===== config.mk =====
export PLATFORM = sky130hd
export DESIGN_NAME = sma_alert
export DESIGN_NICKNAME = d
export VERILOG_FILES = /design/src/core/sma_alert.v
export VERILOG_INCLUDE_DIRS = /design/src /design/src/core
export SDC_FILE = /design/constraint.sdc
export NUM_CORES = 1
export LEC_CHECK = 0
export BUFFER_PORTS_ARGS = -buffer_cell sky130_fd_sc_hd__buf_2
export CORE_MARGIN = 5
export CORE_UTILIZATION = 48
export DETAILED_ROUTE_END_ITERATION = 7
export PLACE_DENSITY = 0.81
export RECOVER_POWER = 100
export SYNTH_ARGS = -nofsm -noshare
export SYNTH_HDL_FRONTEND = slang
export SYNTH_SLANG_ARGS = --single-unit
export TNS_END_PERCENT = 10

===== constraint.sdc =====
create_clock -name i_clock -period 2.6 [get_ports i_clock]
set_clock_uncertainty 0.15 [all_clocks]
set_input_delay 0.52 -clock i_clock [delete_from_list [all_inputs] [get_ports i_clock]]
set_output_delay 0.52 -clock i_clock [all_outputs]
set_load 0.01 [all_outputs]

===== src/core/sma_defines.vh =====
// Constants for the switch monitor alert line block
`ifndef SMA_DEFINES_VH
`define SMA_DEFINES_VH
`define SMA_CLK_MHZ 100
`define SMA_ACTIVE_US 2
`define SMA_INACTIVE_US 2
`define SMA_IDLE_US 1
`define SMA_ACTIVE_CYC (`SMA_ACTIVE_US * `SMA_CLK_MHZ)
`define SMA_INACTIVE_CYC (`SMA_INACTIVE_US * `SMA_CLK_MHZ)
`define SMA_IDLE_CYC (`SMA_IDLE_US * `SMA_CLK_MHZ)
`define SMA_SCHEME_STATIC 1'b0
`define SMA_SCHEME_DYNAMIC 1'b1
`define SMA_CNT_W 16
`define SMA_EVT_W 8
`endif


===== src/core/sma_alert.v =====
// Alert line controller with static and dynamic schemes and idle hold-off
`timescale 1ns/1ps
`default_nettype none
`include "sma_defines.vh"
//////////////////////////////////////////////////////////////////////////////
// Contract
// - Alert pin is active-low open-drain, pulled low on any unmasked event.
// - Scheme bit: 0 static, 1 dynamic toggling.
// - Static: alert stays low until chip-select rises after an event-flag read.
// - Flags latched at first SCLK rise per transaction; cleared by a flag read.
// - Dynamic: low for active window, then released if flags unread.
// - Dynamic: after inactive window go low again, repeat until read.
// - Dynamic read while low releases alert and clears flags at CS rise.
// - Dynamic read while high clears flags; alert not driven low again.
// - Scheme selection resets to static.
// - Scheme changes only accepted while run-control bit is 0.
// - Flag read with unmasked pending event starts idle hold-off.
// - Events during hold-off update flags now, alert delayed until expiry.
// - Read during hold-off clears flags; no alert at hold-off end; code still alerts for an earlier event if read in the last hold-off cycle.
// - Alert high-impedance before wake event; monitoring continues without SPI.
// - Host wake-up via alert only with static scheme.
module sma_alert #(
  parameter EVT_W = `SMA_EVT_W,
  parameter CNT_W = `SMA_CNT_W,
  parameter [`SMA_CNT_W-1:0] ACTIVE_CYC = `SMA_ACTIVE_CYC,
  parameter [`SMA_CNT_W-1:0] INACTIVE_CYC = `SMA_INACTIVE_CYC,
  parameter [`SMA_CNT_W-1:0] IDLE_CYC = `SMA_IDLE_CYC
) (
  // Clock and reset
  input wire i_clock,
  input wire i_sys_rst,
  // Event sources, one-cycle pulses per flag bit
  input wire [EVT_W-1:0] i_event,
  input wire [EVT_W-1:0] i_event_mask,
  // Control
  input wire i_scheme_sel,
  input wire i_run,
  // SPI transaction markers
  input wire i_cs_fall,
  input wire i_sclk_rise,
  input wire i_cs_rise,
  input wire i_flag_read_cmd,
  // Event flags
  output reg [EVT_W-1:0] o_flags,
  output reg [EVT_W-1:0] o_flags_latched,
  output reg o_scheme,
  // Open-drain alert pin
  output wire o_alert_out,
  output wire o_alert_oe
);

  localparam [1:0] ST_IDLE = 2'd0;
  localparam [1:0] ST_LOW = 2'd1;
  localparam [1:0] ST_HIGH = 2'd2;
  localparam [1:0] ST_HOLD = 2'd3;

  reg [1:0] state_reg;
  reg [1:0] state_next;
  reg [CNT_W-1:0] cnt_reg;
  reg [CNT_W-1:0] cnt_next;
  reg first_clk_reg;
  reg read_seen_reg;
  reg hold_pend_reg;
  reg hold_pend_next;
  wire any_evt;
  wire read_done;
  wire pending;

  assign any_evt = |(i_event & ~i_event_mask);
  // Read completes on chip-select rise of a flag-read transaction
  assign read_done = i_cs_rise & (read_seen_reg | i_flag_read_cmd);
  assign pending = |(o_flags & ~i_event_mask);

  //////////////////////////////////////////////////////////////////////////////
  // Static by default
  always @(posedge i_clock) begin
    if (i_sys_rst) begin
      o_scheme <= `SMA_SCHEME_STATIC;
    end else if (!i_run) begin
      o_scheme <= i_scheme_sel;
    end
  end

  // Flags and transaction tracking
  always @(posedge i_clock) begin
    if (i_sys_rst) begin
      o_flags <= {EVT_W{1'b0}};
      o_flags_latched <= {EVT_W{1'b0}};
      first_clk_reg <= 1'b0;
      read_seen_reg <= 1'b0;
    end else begin
      if (i_cs_fall) begin
        first_clk_reg <= 1'b1;
      end else if (i_sclk_rise) begin
        first_clk_reg <= 1'b0;
      end
      if (i_sclk_rise && first_clk_reg) begin
        o_flags_latched <= o_flags;
      end
      if (i_cs_rise) begin
        read_seen_reg <= 1'b0;
      end else if (i_flag_read_cmd) begin
        read_seen_reg <= 1'b1;
      end
      // Flags update at once; new events win over clear
      if (read_done) begin
        o_flags <= i_event;
      end else begin
        o_flags <= o_flags | i_event;
      end
    end
  end

  //////////////////////////////////////////////////////////////////////////////
  // Alert sequencer
  always @* begin
    state_next = state_reg;
    cnt_next = cnt_reg;
    hold_pend_next = hold_pend_reg;
    case (state_reg)
      ST_IDLE: begin
        if (any_evt) begin
          state_next = ST_LOW;
          cnt_next = ACTIVE_CYC;
        end
      end
      ST_LOW: begin
        if (read_done) begin
          state_next = ST_HOLD;
          cnt_next = IDLE_CYC;
          hold_pend_next = any_evt;
        end else if (o_scheme == `SMA_SCHEME_DYNAMIC) begin
          if (cnt_reg <= 1) begin
            state_next = ST_HIGH;
            cnt_next = INACTIVE_CYC;
          end else begin
            cnt_next = cnt_reg - 1'b1;
          end
        end
      end
      ST_HIGH: begin
        if (read_done) begin
          state_next = ST_HOLD;
          cnt_next = IDLE_CYC;
          hold_pend_next = any_evt;
        end else if (cnt_reg <= 1) begin
          state_next = ST_LOW;
          cnt_next = ACTIVE_CYC;
        end else begin
          cnt_next = cnt_reg - 1'b1;
        end
      end
      ST_HOLD: begin
        // Read before the last hold-off cycle drops pending alert
        if (read_done) begin
          hold_pend_next = any_evt;
        end else if (any_evt) begin
          hold_pend_next = 1'b1;
        end
        if (cnt_reg <= 1) begin
          if (hold_pend_reg || (any_evt && !read_done) || (pending && !read_done && hold_pend_reg)) begin
            state_next = ST_LOW;
            cnt_next = ACTIVE_CYC;
          end else begin
            state_next = ST_IDLE;
          end
          hold_pend_next = 1'b0;
        end else begin
          cnt_next = cnt_reg - 1'b1;
        end
      end
      default: begin
        state_next = ST_IDLE;
      end
    endcase
  end

  always @(posedge i_clock) begin
    if (i_sys_rst) begin
      state_reg <= ST_IDLE;
      cnt_reg <= {CNT_W{1'b0}};
      hold_pend_reg <= 1'b0;
    end else begin
      state_reg <= state_next;
      cnt_reg <= cnt_next;
      hold_pend_reg <= hold_pend_next;
    end
  end

  // Wake path relies on static hold-low
  // Released (high-Z) unless asserting; pull-up or wake path sets level
  assign o_alert_out = 1'b0;
  // Release follows the read state change
  assign o_alert_oe = (state_reg == ST_LOW);

endmodule
`default_nettype wire


==> out/results.txt, run 1 <==
Routed Antenna Nets: 0
Maximum number of buffers from clock root to sink: 2
Synthesized Nets: 284
Max cap viols: 0
Max Transition Viols Final: 0
Peak supply drop: 0.6496 mV
Run status: finished, final reports clean
Worst hold stages: 2
Quantity of gates resized following cts: 1
Post-detailed-placement cell area: 0.002327 mm²
Placed wire-length estimate: 3.769 mm
Starting DRT DRC Count: 195
Startpoint of the worst-slack reg-to-reg timing path: cnt_reg[11]
Ordered cell list for the critical path: nor4_2, nand3_1, or4_4, a21boi_4, clkbuf_2, a211o_1, a21oi_1
Insertion delay of the later-clocked pin in the worst-skew pair: 0.29 ns
Vias post-DR: 1996
Vias per Instance: 5.736
Area of the placeable core: 0.004058 mm²
Final cell count without fillers: 348
Cell type with the highest aggregate area in the netlist: sky130_fd_sc_hd__dfxtp_1
Normalized max-slew margin: 32.68%
Final design instance area without fill: 0.002426 mm²
Reg2Reg Capture Point: cnt_reg[7]
Post-synth top area share: 37.12%
CTS tree: yes
Count of antenna diodes in the layout: 0
Flop-to-flop setup slack: 0.15 ns
Crit path required time: 2.60 ns
Number of buffers inserted during clock tree synthesis: 5
Worst Slack Setup Final: 0.1482 ns
Number of endpoints with negative hold slack in the final report: 0
Share of synthesized area occupied by flip-flops and latches: 37.12%
Clock transition at path regs: 0.08 ns
Launch point of the worst hold path: i_cs_rise
Cell with the largest stage delay on the worst path: sky130_fd_sc_hd__or4_4
Setup-failing EPs final: 0
Horizontal die dimension: 75.35 µm
Vias in the first global route: 1895
Biggest fanout along the worst timing path: 8
Fraction of registers with async set/reset: 0%
Number of cell instances on the worst register-to-register path: 7
Leading cell type in the layout, fill and taps excluded: sky130_fd_sc_hd__dfxtp_1
Count of mapped cells out of synthesis: 253
RSZ-0062 raised after global routing: no
Sum of buffers and inverters on the critical path: 1
Dominant delay contributor by cell family on the critical path: simple AND/OR/NAND/NOR gates
First-pass GRT wire length: 8.735 mm
Area contributors post-synth: sky130_fd_sc_hd__dfxtp_1 (37%), sky130_fd_sc_hd__a21oi_1 (6.1%), sky130_fd_sc_hd__nand2_1 (5.1%), sky130_fd_sc_hd__ha_1 (4.3%), sky130_fd_sc_hd__nor2_1 (4.0%)
Combined global-route utilization of all metal layers: 19.31%
Post-synth EDFFs: 0
Hold crit path type: in -> reg
Setup slack after placement: -0.05007 ns
H-tree levels: 2
Number of detailed-routing iterations run before antenna repair: 5
Post-route DRC: 0
Category of the critical setup timing path: reg -> reg
Number of setup buffers added after CTS: 0
Final GP Congestion: 0.8536
Worst path arrival time: 2.45 ns
Maximum operating frequency: 407.9 MHz
Fraction of layout cells with a size suffix above 1: 16.44%
Number of flip-flops in the largest register: 16
Total power consumption of the routed design: 2.636 mW
Synthesis Warnings: 0
Total overflow reported by the global router: 0
Initial antenna violation count: 0
Post-synthesis to final-layout area growth: 18.38%
Maximum number of pins on one net before global-route repair: 25
Initial Util: 50.51%
Power density relative to cell area: 1087 mW/mm²
Library cell used as clock root buffer: sky130_fd_sc_hd__clkbuf_8
Post-Syn Area: 0.002049 mm²
NumNets Final: 328
Hold_buf cts: 0
Num rows: 23
WL final: 5.063 mm
Vertical die dimension: 75.35 µm
TritonCTS sink count: 38
Post-route fraction of the period consumed by the critical path: 94.30%
Static leakage power: 0.9858 nW
Ys flop type: sky130_fd_sc_hd__dfxtp_1
Final core area utilization: 59.79%
Worst Hold Margin: 0.2734 ns
Worst hold endpoint: read_seen_reg
Largest stage delay on the critical path: 0.55 ns
Final-layout setup total negative slack: 0 ns
Synthesized area divided by synthesized cell count: 8.101 µm²
Transition time at the pin with the least slew margin: 1.010 ns
Startpoint type of the worst setup path: flip-flop
Worst Setup End Kind: flip-flop
IO Count: 43
Count of unique library cells instantiated by Yosys: 53
Time the worst path needs with I/O delays and setup: 2.452 ns
Leading cell types in the layout, fill and taps excluded: sky130_fd_sc_hd__dfxtp_1 (38), sky130_fd_sc_hd__nand2_1 (28), sky130_fd_sc_hd__a21oi_1 (25), sky130_fd_sc_hd__buf_2 (22), sky130_fd_sc_hd__nor2_1 (21)
Placed Cells: 340
Flip-flop and latch count after synthesis: 38
Die area: 0.005677 mm²
Port bufs: 41
Routed length per placed instance: 14.55 µm
==> kinds of logic (layout without fill, tap and decap cells) <==
| family | count (synthesis) | count (layout) | share of synthesized area, % |
|---|---|---|---|
| buffers and inverters | 27 | 72 | 5.556 |
| AOI/OAI and AO/OA | 72 | 72 | 23.93 |
| DFF | 38 | 38 | 37.12 |
| muxes | 4 | 4 | 2.015 |
| adders and majority gates | 7 | 7 | 4.273 |
| and+or+nand+nor | 102 | 102 | 26.07 |
| xor gates and xnor gates | 2 | 2 | 0.8549 |
| other | 1 | 1 | 0.1830 |
==> how the worst max path moves through the flow <==
stage | start | to | slack (ns) | cells past startpoint
final | cnt_reg[11] | cnt_reg[7] | 0.15 | 7
after detailed placement | cnt_reg[0] | cnt_reg[15] | -0.05 | 7
after CTS | cnt_reg[0] | cnt_reg[2] | 0.08 | 8
after global routing | cnt_reg[11] | cnt_reg[7] | 0.04 | 7
after global placement | cnt_reg[0] | cnt_reg[15] | 0.08 | 7
after floorplan | i_event[6] | cnt_reg[12] | 0.23 | 7
==> area by class of cell <==
cell class / count / area (µm²)
flip-flops and latches: 38 / 760.7
well taps: 50 / 62.56
clock inverters: 3 / 68.82
inverters: 13 / 48.80
fillers: 357 / 1632
repair buffers: 51 / 247.7
multi-input cells: 188 / 1169
clock buffers: 5 / 68.82
==> metal layers <==
metal | part of all wire [%] | vias to the layer above | track usage [%]
met3 | 7.6 | 6 | 5.277
li1 | - | 1003 | -
met1 | 46 | 912 | 26.22
met4 | 0.49 | 0 | 2.330
met2 | 45 | 75 | 31.74
met5 | 0 | - | 0
==> cell usage after synthesis (2+ instances only) <==
cell type                   instances
sky130_fd_sc_hd__a311oi_2           2
sky130_fd_sc_hd__ha_1               7
sky130_fd_sc_hd__dfxtp_1           38
sky130_fd_sc_hd__nand2_1           28
sky130_fd_sc_hd__clkbuf_1          10
sky130_fd_sc_hd__a21oi_1           25
sky130_fd_sc_hd__xnor2_1            2
sky130_fd_sc_hd__nor2_1            22
sky130_fd_sc_hd__o21ai_1            5
sky130_fd_sc_hd__or4_1              3
sky130_fd_sc_hd__o21ai_0            9
sky130_fd_sc_hd__o311ai_1           4
sky130_fd_sc_hd__mux2i_1            3
sky130_fd_sc_hd__a2111oi_0          3
sky130_fd_sc_hd__and2_1             2
sky130_fd_sc_hd__nor4_1             2
sky130_fd_sc_hd__nor2b_1            7
sky130_fd_sc_hd__o31ai_1            7
sky130_fd_sc_hd__nand4_1            4
sky130_fd_sc_hd__nand3_1           14
sky130_fd_sc_hd__nor3_1             5
sky130_fd_sc_hd__a311oi_1           2
sky130_fd_sc_hd__a211o_1            2
sky130_fd_sc_hd__nand3b_1           2
sky130_fd_sc_hd__a211oi_1           2
sky130_fd_sc_hd__and3_1             2
sky130_fd_sc_hd__inv_1             13
sky130_fd_sc_hd__a21o_1             2
sky130_fd_sc_hd__nor3b_1            2
==> power by group <==
group          internal [mW]  total, mW  switching [mW]
combinational          0.492       1.22           0.727
clock                  0.385      0.612           0.227
sequential             0.679      0.806           0.127
total                   1.55       2.64            1.08
Note: power is estimated with default switching activity, not from simulation.
==> run 2: changes to the inputs <==
--- a/config.mk
+++ b/config.mk
@@ -12,6 +12,7 @@
 export DETAILED_ROUTE_END_ITERATION = 7
 export PLACE_DENSITY = 0.81
 export RECOVER_POWER = 100
+export REMOVE_ABC_BUFFERS = 1
 export SYNTH_ARGS = -nofsm -noshare
 export SYNTH_HDL_FRONTEND = slang
 export SYNTH_SLANG_ARGS = --single-unit
==> run 2 against run 1 <==
  * Register-to-register slack better by 0.07 ns
  * Via count is 2.4% higher
  * Sequential share of layout area is 0.081 points higher
  * Die area stayed put
  * Largest power group unchanged
  * Critical path depth is 1 higher
  * Largest cell class unchanged
  * Critical endpoint is now cnt_reg[3]
  * The run now ends with max-capacitance violations, max-slew violations left
==> out/results.txt, run 2 (synthesis results as in run 1) <==
Category of the critical setup timing path: reg -> reg
Crit path required time: 2.67 ns
Normalized max-slew margin: -10.89%
Peak supply drop: 0.5202 mV
Library cell used as clock root buffer: sky130_fd_sc_hd__clkbuf_8
Initial Util: 50.51%
Die area: 0.005677 mm²
Number of cell instances on the worst register-to-register path: 8
Reg2Reg Capture Point: cnt_reg[3]
Final cell count without fillers: 352
Time the worst path needs with I/O delays and setup: 2.384 ns
Number of buffers inserted during clock tree synthesis: 5
Post-route fraction of the period consumed by the critical path: 91.68%
Sw Pwr: 1.092 mW
Internal power summed over all cells: 1.406 mW
Quantity of gates resized following cts: 0
Run status: finished, violations left
Vias post-DR: 2044
Num rows: 23
Fraction of layout cells with a size suffix above 1: 17.88%
Leading cell type in the layout, fill and taps excluded: sky130_fd_sc_hd__dfxtp_1
Routed Antenna Nets: 0
Setup slack after placement: -0.04182 ns
CTS tree: yes
Static leakage power: 0.9951 nW
Startpoint of the worst-slack reg-to-reg timing path: cnt_reg[0]
Placed Cells: 345
Count of antenna diodes in the layout: 0
WL final: 5.214 mm
TritonCTS sink count: 38
Max Transition Viols Final: 37
Worst path arrival time: 2.46 ns
Initial antenna violation count: 0
Switch share: 43.71%
Placed wire-length estimate: 3.686 mm
Vertical die dimension: 75.35 µm
Power density relative to cell area: 1032 mW/mm²
Area of the placeable core: 0.004058 mm²
Number of flip-flops in the largest register: 16
Max cap viols: 1
Reg power frac: 31.7%
Part of the power in combinational logic: 53.0%
Vias in the first global route: 1925
Number of endpoints with negative hold slack in the final report: 0
Clock transition at path regs: 0.07 ns
Maximum number of pins on one net before global-route repair: 37
Start point of the critical path: cnt_reg[0]
First-pass GRT wire length: 8.756 mm
Ordered cell list for the critical path: inv_1, ha_1, o21ai_0, or4_4, a21boi_4, clkbuf_2, or4_1, o21ai_0
CP Capture Point: cnt_reg[3]
H-tree levels: 2
Final-layout setup total negative slack: 0 ns
Setup-failing EPs final: 0
Worst Slack Setup Final: 0.2162 ns
Maximum operating frequency: 419.5 MHz
Routed length per placed instance: 14.81 µm
Fillcell total: 371
Largest stage delay on the critical path: 0.55 ns
IO Count: 43
NumNets Final: 333
Insertion delay of the later-clocked pin in the worst-skew pair: 0.29 ns
Total overflow reported by the global router: 0
Combined global-route utilization of all metal layers: 20.28%
Critical Path Most Common Cell: sky130_fd_sc_hd__o21ai_0
Post-route DRC: 0
Cell with the largest stage delay on the worst path: sky130_fd_sc_hd__or4_1
Vias per Instance: 5.807
Number of detailed-routing iterations run before antenna repair: 4
Flop-to-flop setup slack: 0.22 ns
Port bufs: 41
Hold crit path type: in -> reg
RSZ-0062 raised after global routing: no
Startpoint type of the worst setup path: flip-flop
Violations in the final reports: max-capacitance violations, max-slew violations
Worst Hold Margin: 0.2715 ns
Starting DRT DRC Count: 131
Post-synthesis to final-layout area growth: 18.07%
Transition time at the pin with the least slew margin: 1.663 ns
Number of setup buffers added after CTS: 0
Leading cell types in the layout, fill and taps excluded: sky130_fd_sc_hd__dfxtp_1 (38), sky130_fd_sc_hd__nand2_1 (28), sky130_fd_sc_hd__a21oi_1 (25), sky130_fd_sc_hd__nor2_1 (22), sky130_fd_sc_hd__buf_2 (22)
Horizontal die dimension: 75.35 µm
Biggest fanout along the worst timing path: 7
Maximum number of buffers from clock root to sink: 2
Clock power frac: 15.3%
Worst Setup End Kind: flip-flop
Final GP Congestion: 0.8847
Hold_buf cts: 0
run 2: cell types whose count changed in the layout (fill, tap and decap cells not counted), moves of 2 or more:
| cell | before | now |
|---|---|---|
| sky130_fd_sc_hd__o21ai_1 | 4 | 1 |
| sky130_fd_sc_hd__buf_4 | 7 | 12 |
| sky130_fd_sc_hd__bufinv_16 | 2 | 0 |
| sky130_fd_sc_hd__o21ai_0 | 10 | 12 |
| sky130_fd_sc_hd__nor2_2 | 2 | 0 |
| sky130_fd_sc_hd__clkinv_2 | 0 | 2 |
run 2: layer usage:
layer	vias up	share of wire [%]	global-route usage (%)
li1	1008	-	-
met1	934	42	24.98
met2	89	45	33.46
met3	13	10	5.013
met4	0	2.3	9.126
met5	-	0	0
run 2: worst min-delay path by stage:
| stage | to | from | cells after the start |
|---|---|---|---|
| final | read_seen_reg | i_cs_rise | 2 |
| after global routing | read_seen_reg | i_cs_rise | 2 |
| after CTS | read_seen_reg | i_cs_rise | 2 |
| after detailed placement | o_flags_latched[5] | o_flags_latched[5] | 2 |
| after global placement | o_flags_latched[0] | o_flags_latched[0] | 2 |
| after floorplan | cnt_reg[14] | cnt_reg[14] | 2 |
run 2: cell type report:
| cell class | instances | area [µm²] | area share [%] |
|---|---|---|---|
| Clock inverter | 2 | 10.01 | 0.4137 |
| Sequential cell | 38 | 760.7 | 31.44 |
| Inverter | 13 | 48.80 | 2.017 |
| Tap cell | 50 | 62.56 | 2.585 |
| Clock buffer | 5 | 68.82 | 2.844 |
| Multi-Input combinational cell | 188 | 1184 | 48.91 |
| Timing Repair Buffer | 56 | 285.3 | 11.79 |
run 2: stage by stage:
stage	area (µm²)	util, %	total power, mW
final	2420	59.64	2.498
after global routing	2420	59.64	2.726
after CTS	2444	60.22	2.487
after detailed placement	2365	58.28	2.086
after global placement	2365	58.28	2.058
after floorplan	1984	-	1.673
run 2: critical path: cells and delay by family, from the launching register on:
family,cells,cell delay [ns]
flip-flops,1,0.43
AND/OR/NAND/NOR,2,0.76
adder cells (fa/ha/maj),1,0.24
AO/OA/AOI/OAI,3,0.49
buffers and inverters,2,0.24
run 2: power by group through the flow:
stage	clock, mW	sequential [mW]	combinational, mW
2_1_floorplan	0	0.793	0.880
3_3_place_gp	0	0.798	1.26
3_5_place_dp	0	0.801	1.28
4_1_cts	0.395	0.789	1.30
5_1_grt	0.429	0.809	1.49
6_report	0.382	0.793	1.32
==> run 3: changes to the inputs <==
--- a/config.mk
+++ b/config.mk
@@ -6,9 +6,11 @@
 export SDC_FILE = /design/constraint.sdc
 export NUM_CORES = 1
 export LEC_CHECK = 0
+export ABC_AREA = 1
 export BUFFER_PORTS_ARGS = -buffer_cell sky130_fd_sc_hd__buf_2
 export CORE_MARGIN = 5
 export CORE_UTILIZATION = 48
+export CTS_BUF_LIST = sky130_fd_sc_hd__clkbuf_8
 export DETAILED_ROUTE_END_ITERATION = 7
 export PLACE_DENSITY = 0.81
 export RECOVER_POWER = 100
==> run 3 against run 2 <==
  * Critical path type unchanged
  * The flow now finishes without violations
  * Via count increased by 4.7%
  * Synthesized cell count increased by 29%
  * Register-to-register slack improved by 0.15 ns
  * Clock power increased by 58%
==> out/results.txt, run 3 <==
Time the worst path needs with I/O delays and setup: 2.235 ns
Fraction of layout cells with a size suffix above 1: 11.89%
Count of mapped cells out of synthesis: 327
Area of the placeable core: 0.004324 mm²
Cell with the largest stage delay on the worst path: sky130_fd_sc_hd__dfxtp_1
Post-route DRC: 0
Leading cell type in the layout, fill and taps excluded: sky130_fd_sc_hd__nor2_1
IO Count: 43
Flip-flop and latch count after synthesis: 38
Run status: finished, final reports clean
Final core area utilization: 56.63%
FF/Latch Area: 760.7 µm²
Hold crit path type: in -> reg
Largest stage delay on the critical path: 0.35 ns
Peak supply drop: 0.6401 mV
Clock transition at path regs: 0.08 ns
Total overflow reported by the global router: 0
Most heavily used metal layer in global routing: met2
Crit path required time: 2.67 ns
WL final: 5.172 mm
Library cell used as clock root buffer: sky130_fd_sc_hd__clkbuf_8
Starting DRT DRC Count: 131
Number of cell instances on the worst register-to-register path: 12
Hold_buf cts: 0
Share of synthesized area occupied by flip-flops and latches: 35.96%
Setup-failing EPs final: 0
Reg2Reg Capture Point: cnt_reg[2]
Max Transition Viols Final: 0
Power density relative to cell area: 1148 mW/mm²
Post-synth EDFFs: 0
Post-synth top area share: 35.96%
Area contributors post-synth: sky130_fd_sc_hd__dfxtp_1 (36%), sky130_fd_sc_hd__nand2_1 (12%), sky130_fd_sc_hd__nor2_1 (12%), sky130_fd_sc_hd__inv_1 (7.1%), sky130_fd_sc_hd__a21oi_1 (6.6%)
Num rows: 24
Combined area of the multi-input logic cells: 0.001135 mm²
Vias in the first global route: 2045
Launch point of the worst hold path: i_cs_rise
Count of antenna diodes in the layout: 0
Cell type with the highest aggregate area in the netlist: sky130_fd_sc_hd__dfxtp_1
Number of buffers inserted during clock tree synthesis: 5
Worst path arrival time: 2.30 ns
Ys flop type: sky130_fd_sc_hd__dfxtp_1
Number of setup buffers added after CTS: 0
Vias per Instance: 5.071
Met3 Usage GRT: 5.910%
Synthesized area divided by synthesized cell count: 6.470 µm²
Port bufs: 41
TritonCTS sink count: 38
Post-route fraction of the period consumed by the critical path: 85.98%
Maximum operating frequency: 447.3 MHz
Startpoint of the worst-slack reg-to-reg timing path: cnt_reg[0]
Routed length per placed instance: 12.26 µm
Fraction of registers with async set/reset: 0%
Number of endpoints with negative hold slack in the final report: 0
Flop-to-flop setup slack: 0.36 ns
Normalized max-slew margin: 40.26%
NumNets Final: 400
RSZ-0062 raised after global routing: no
Startpoint type of the worst setup path: flip-flop
Biggest fanout along the worst timing path: 16
Insertion delay of the later-clocked pin in the worst-skew pair: 0.29 ns
GR Util met1: 20.36%
Initial Util: 48.93%
Final-layout setup total negative slack: 0 ns
Final GP Congestion: 0.8801
Count of unique library cells instantiated by Yosys: 29
Die area: 0.005835 mm²
Worst hold endpoint: read_seen_reg
Category of the critical setup timing path: reg -> reg
Final cell count without fillers: 422
Leading cell types in the layout, fill and taps excluded: sky130_fd_sc_hd__nor2_1 (70), sky130_fd_sc_hd__nand2_1 (69), sky130_fd_sc_hd__inv_1 (40), sky130_fd_sc_hd__dfxtp_1 (38), sky130_fd_sc_hd__a21oi_1 (30)
First-pass GRT wire length: 8.866 mm
Maximum number of buffers from clock root to sink: 2
CTS tree: yes
Initial antenna violation count: 0
Vertical die dimension: 76.39 µm
Worst Setup End Kind: flip-flop
Placed wire-length estimate: 3.736 mm
Ordered cell list for the critical path: inv_1, ha_1, inv_1, nand2_1, nand2_1, nor2_1, nand3_1, nor2_4, nand3_4, nand2_2, nand2_1, a21oi_2
Fillcell total: 443
Transition time at the pin with the least slew margin: 0.8960 ns
Number of detailed-routing iterations run before antenna repair: 4
Routed Antenna Nets: 0
Post-Syn Area: 0.002116 mm²
Post-synthesis to final-layout area growth: 15.73%
Synthesis Warnings: 0
Met2 capacity usage during global routing: 31.42%
H-tree levels: 2
Max cap viols: 0
Leading post-synthesis cells by instance count: sky130_fd_sc_hd__nand2_1 (69), sky130_fd_sc_hd__nor2_1 (69), sky130_fd_sc_hd__inv_1 (40)
Static leakage power: 1.176 nW
Critical Path Most Common Cell: sky130_fd_sc_hd__nand2_1
Maximum number of pins on one net before global-route repair: 23
Combined global-route utilization of all metal layers: 18.16%
Worst hold stages: 2
Horizontal die dimension: 76.39 µm
Vias post-DR: 2140
Number of flip-flops in the largest register: 16
Quantity of gates resized following cts: 0
Placed Cells: 414
-- run 3: cell count changes after synthesis, moves of 4 or more --
cell,previous run,this run
sky130_fd_sc_hd__a21oi_2,0,5
sky130_fd_sc_hd__clkbuf_1,10,5
sky130_fd_sc_hd__inv_1,13,40
sky130_fd_sc_hd__nand2_1,28,69
sky130_fd_sc_hd__nand3_1,14,20
sky130_fd_sc_hd__nor2_1,22,69
sky130_fd_sc_hd__nor2b_1,7,0
sky130_fd_sc_hd__o21ai_0,9,15
sky130_fd_sc_hd__o311ai_1,4,0
sky130_fd_sc_hd__o31ai_1,7,0
-- run 3: worst max-delay path, delay by kind of cell, from the launching register on --
kind | cells | cell delay, ns
buffers and inverters | 2 | 0.17
adder cells (fa/ha/maj) | 1 | 0.22
AND/OR/NAND/NOR | 8 | 1.13
flip-flops | 1 | 0.35
AO/OA/AOI/OAI | 1 | 0.14
-- run 3: how the worst max path moves through the flow --
stage / start / end / cells after the start
after floorplan: i_flag_read_cmd / cnt_reg[13] / 7
after global placement: i_flag_read_cmd / cnt_reg[2] / 8
after detailed placement: i_flag_read_cmd / cnt_reg[2] / 8
after CTS: cnt_reg[0] / cnt_reg[7] / 13
after global routing: cnt_reg[0] / cnt_reg[0] / 12
final: cnt_reg[0] / cnt_reg[2] / 12
-- run 3: metal layers --
layer,vias to the layer above,wire [µm]
met2,55,2605
met3,10,243
li1,1115,-
met5,-,0
met4,0,97
met1,960,2226
-- run 3: final cells by class --
cell class / count / share of cell area (%)
flip-flops and latches: 38 / 31.07
multi-input cells: 239 / 46.35
well taps: 52 / 2.657
clock inverters: 3 / 2.810
repair buffers: 43 / 7.869
inverters: 42 / 6.438
clock buffers: 5 / 2.810
-- run 3: stage by stage --
step	cell area (µm²)	hold slack (ns)	setup slack [ns]	power [mW]
after floorplan	2073	0.2828	0.5219	1.883
after global placement	2359	0.2973	0.4697	2.175
after detailed placement	2359	0.3104	0.4399	2.211
after CTS	2496	0.2348	0.5896	2.841
after global routing	2449	0.2405	0.1796	3.054
final	2449	0.2379	0.3645	2.811
-- run 3: power breakdown --
group          internal, mW  switching [mW]
Combinational         0.477           0.926
Clock                 0.384           0.218
Sequential            0.696           0.109
-- run 3: logic make-up after synthesis --
kind of cell    count (synthesis)  synth area share, %
simple gates                  177                36.07
other cells                     1               0.1772
flops                          38                35.96
xor+xnor                        2               0.8281
buf+inv                        50                9.462
compound gates                 52                13.36
fa+ha+maj                       7                4.139
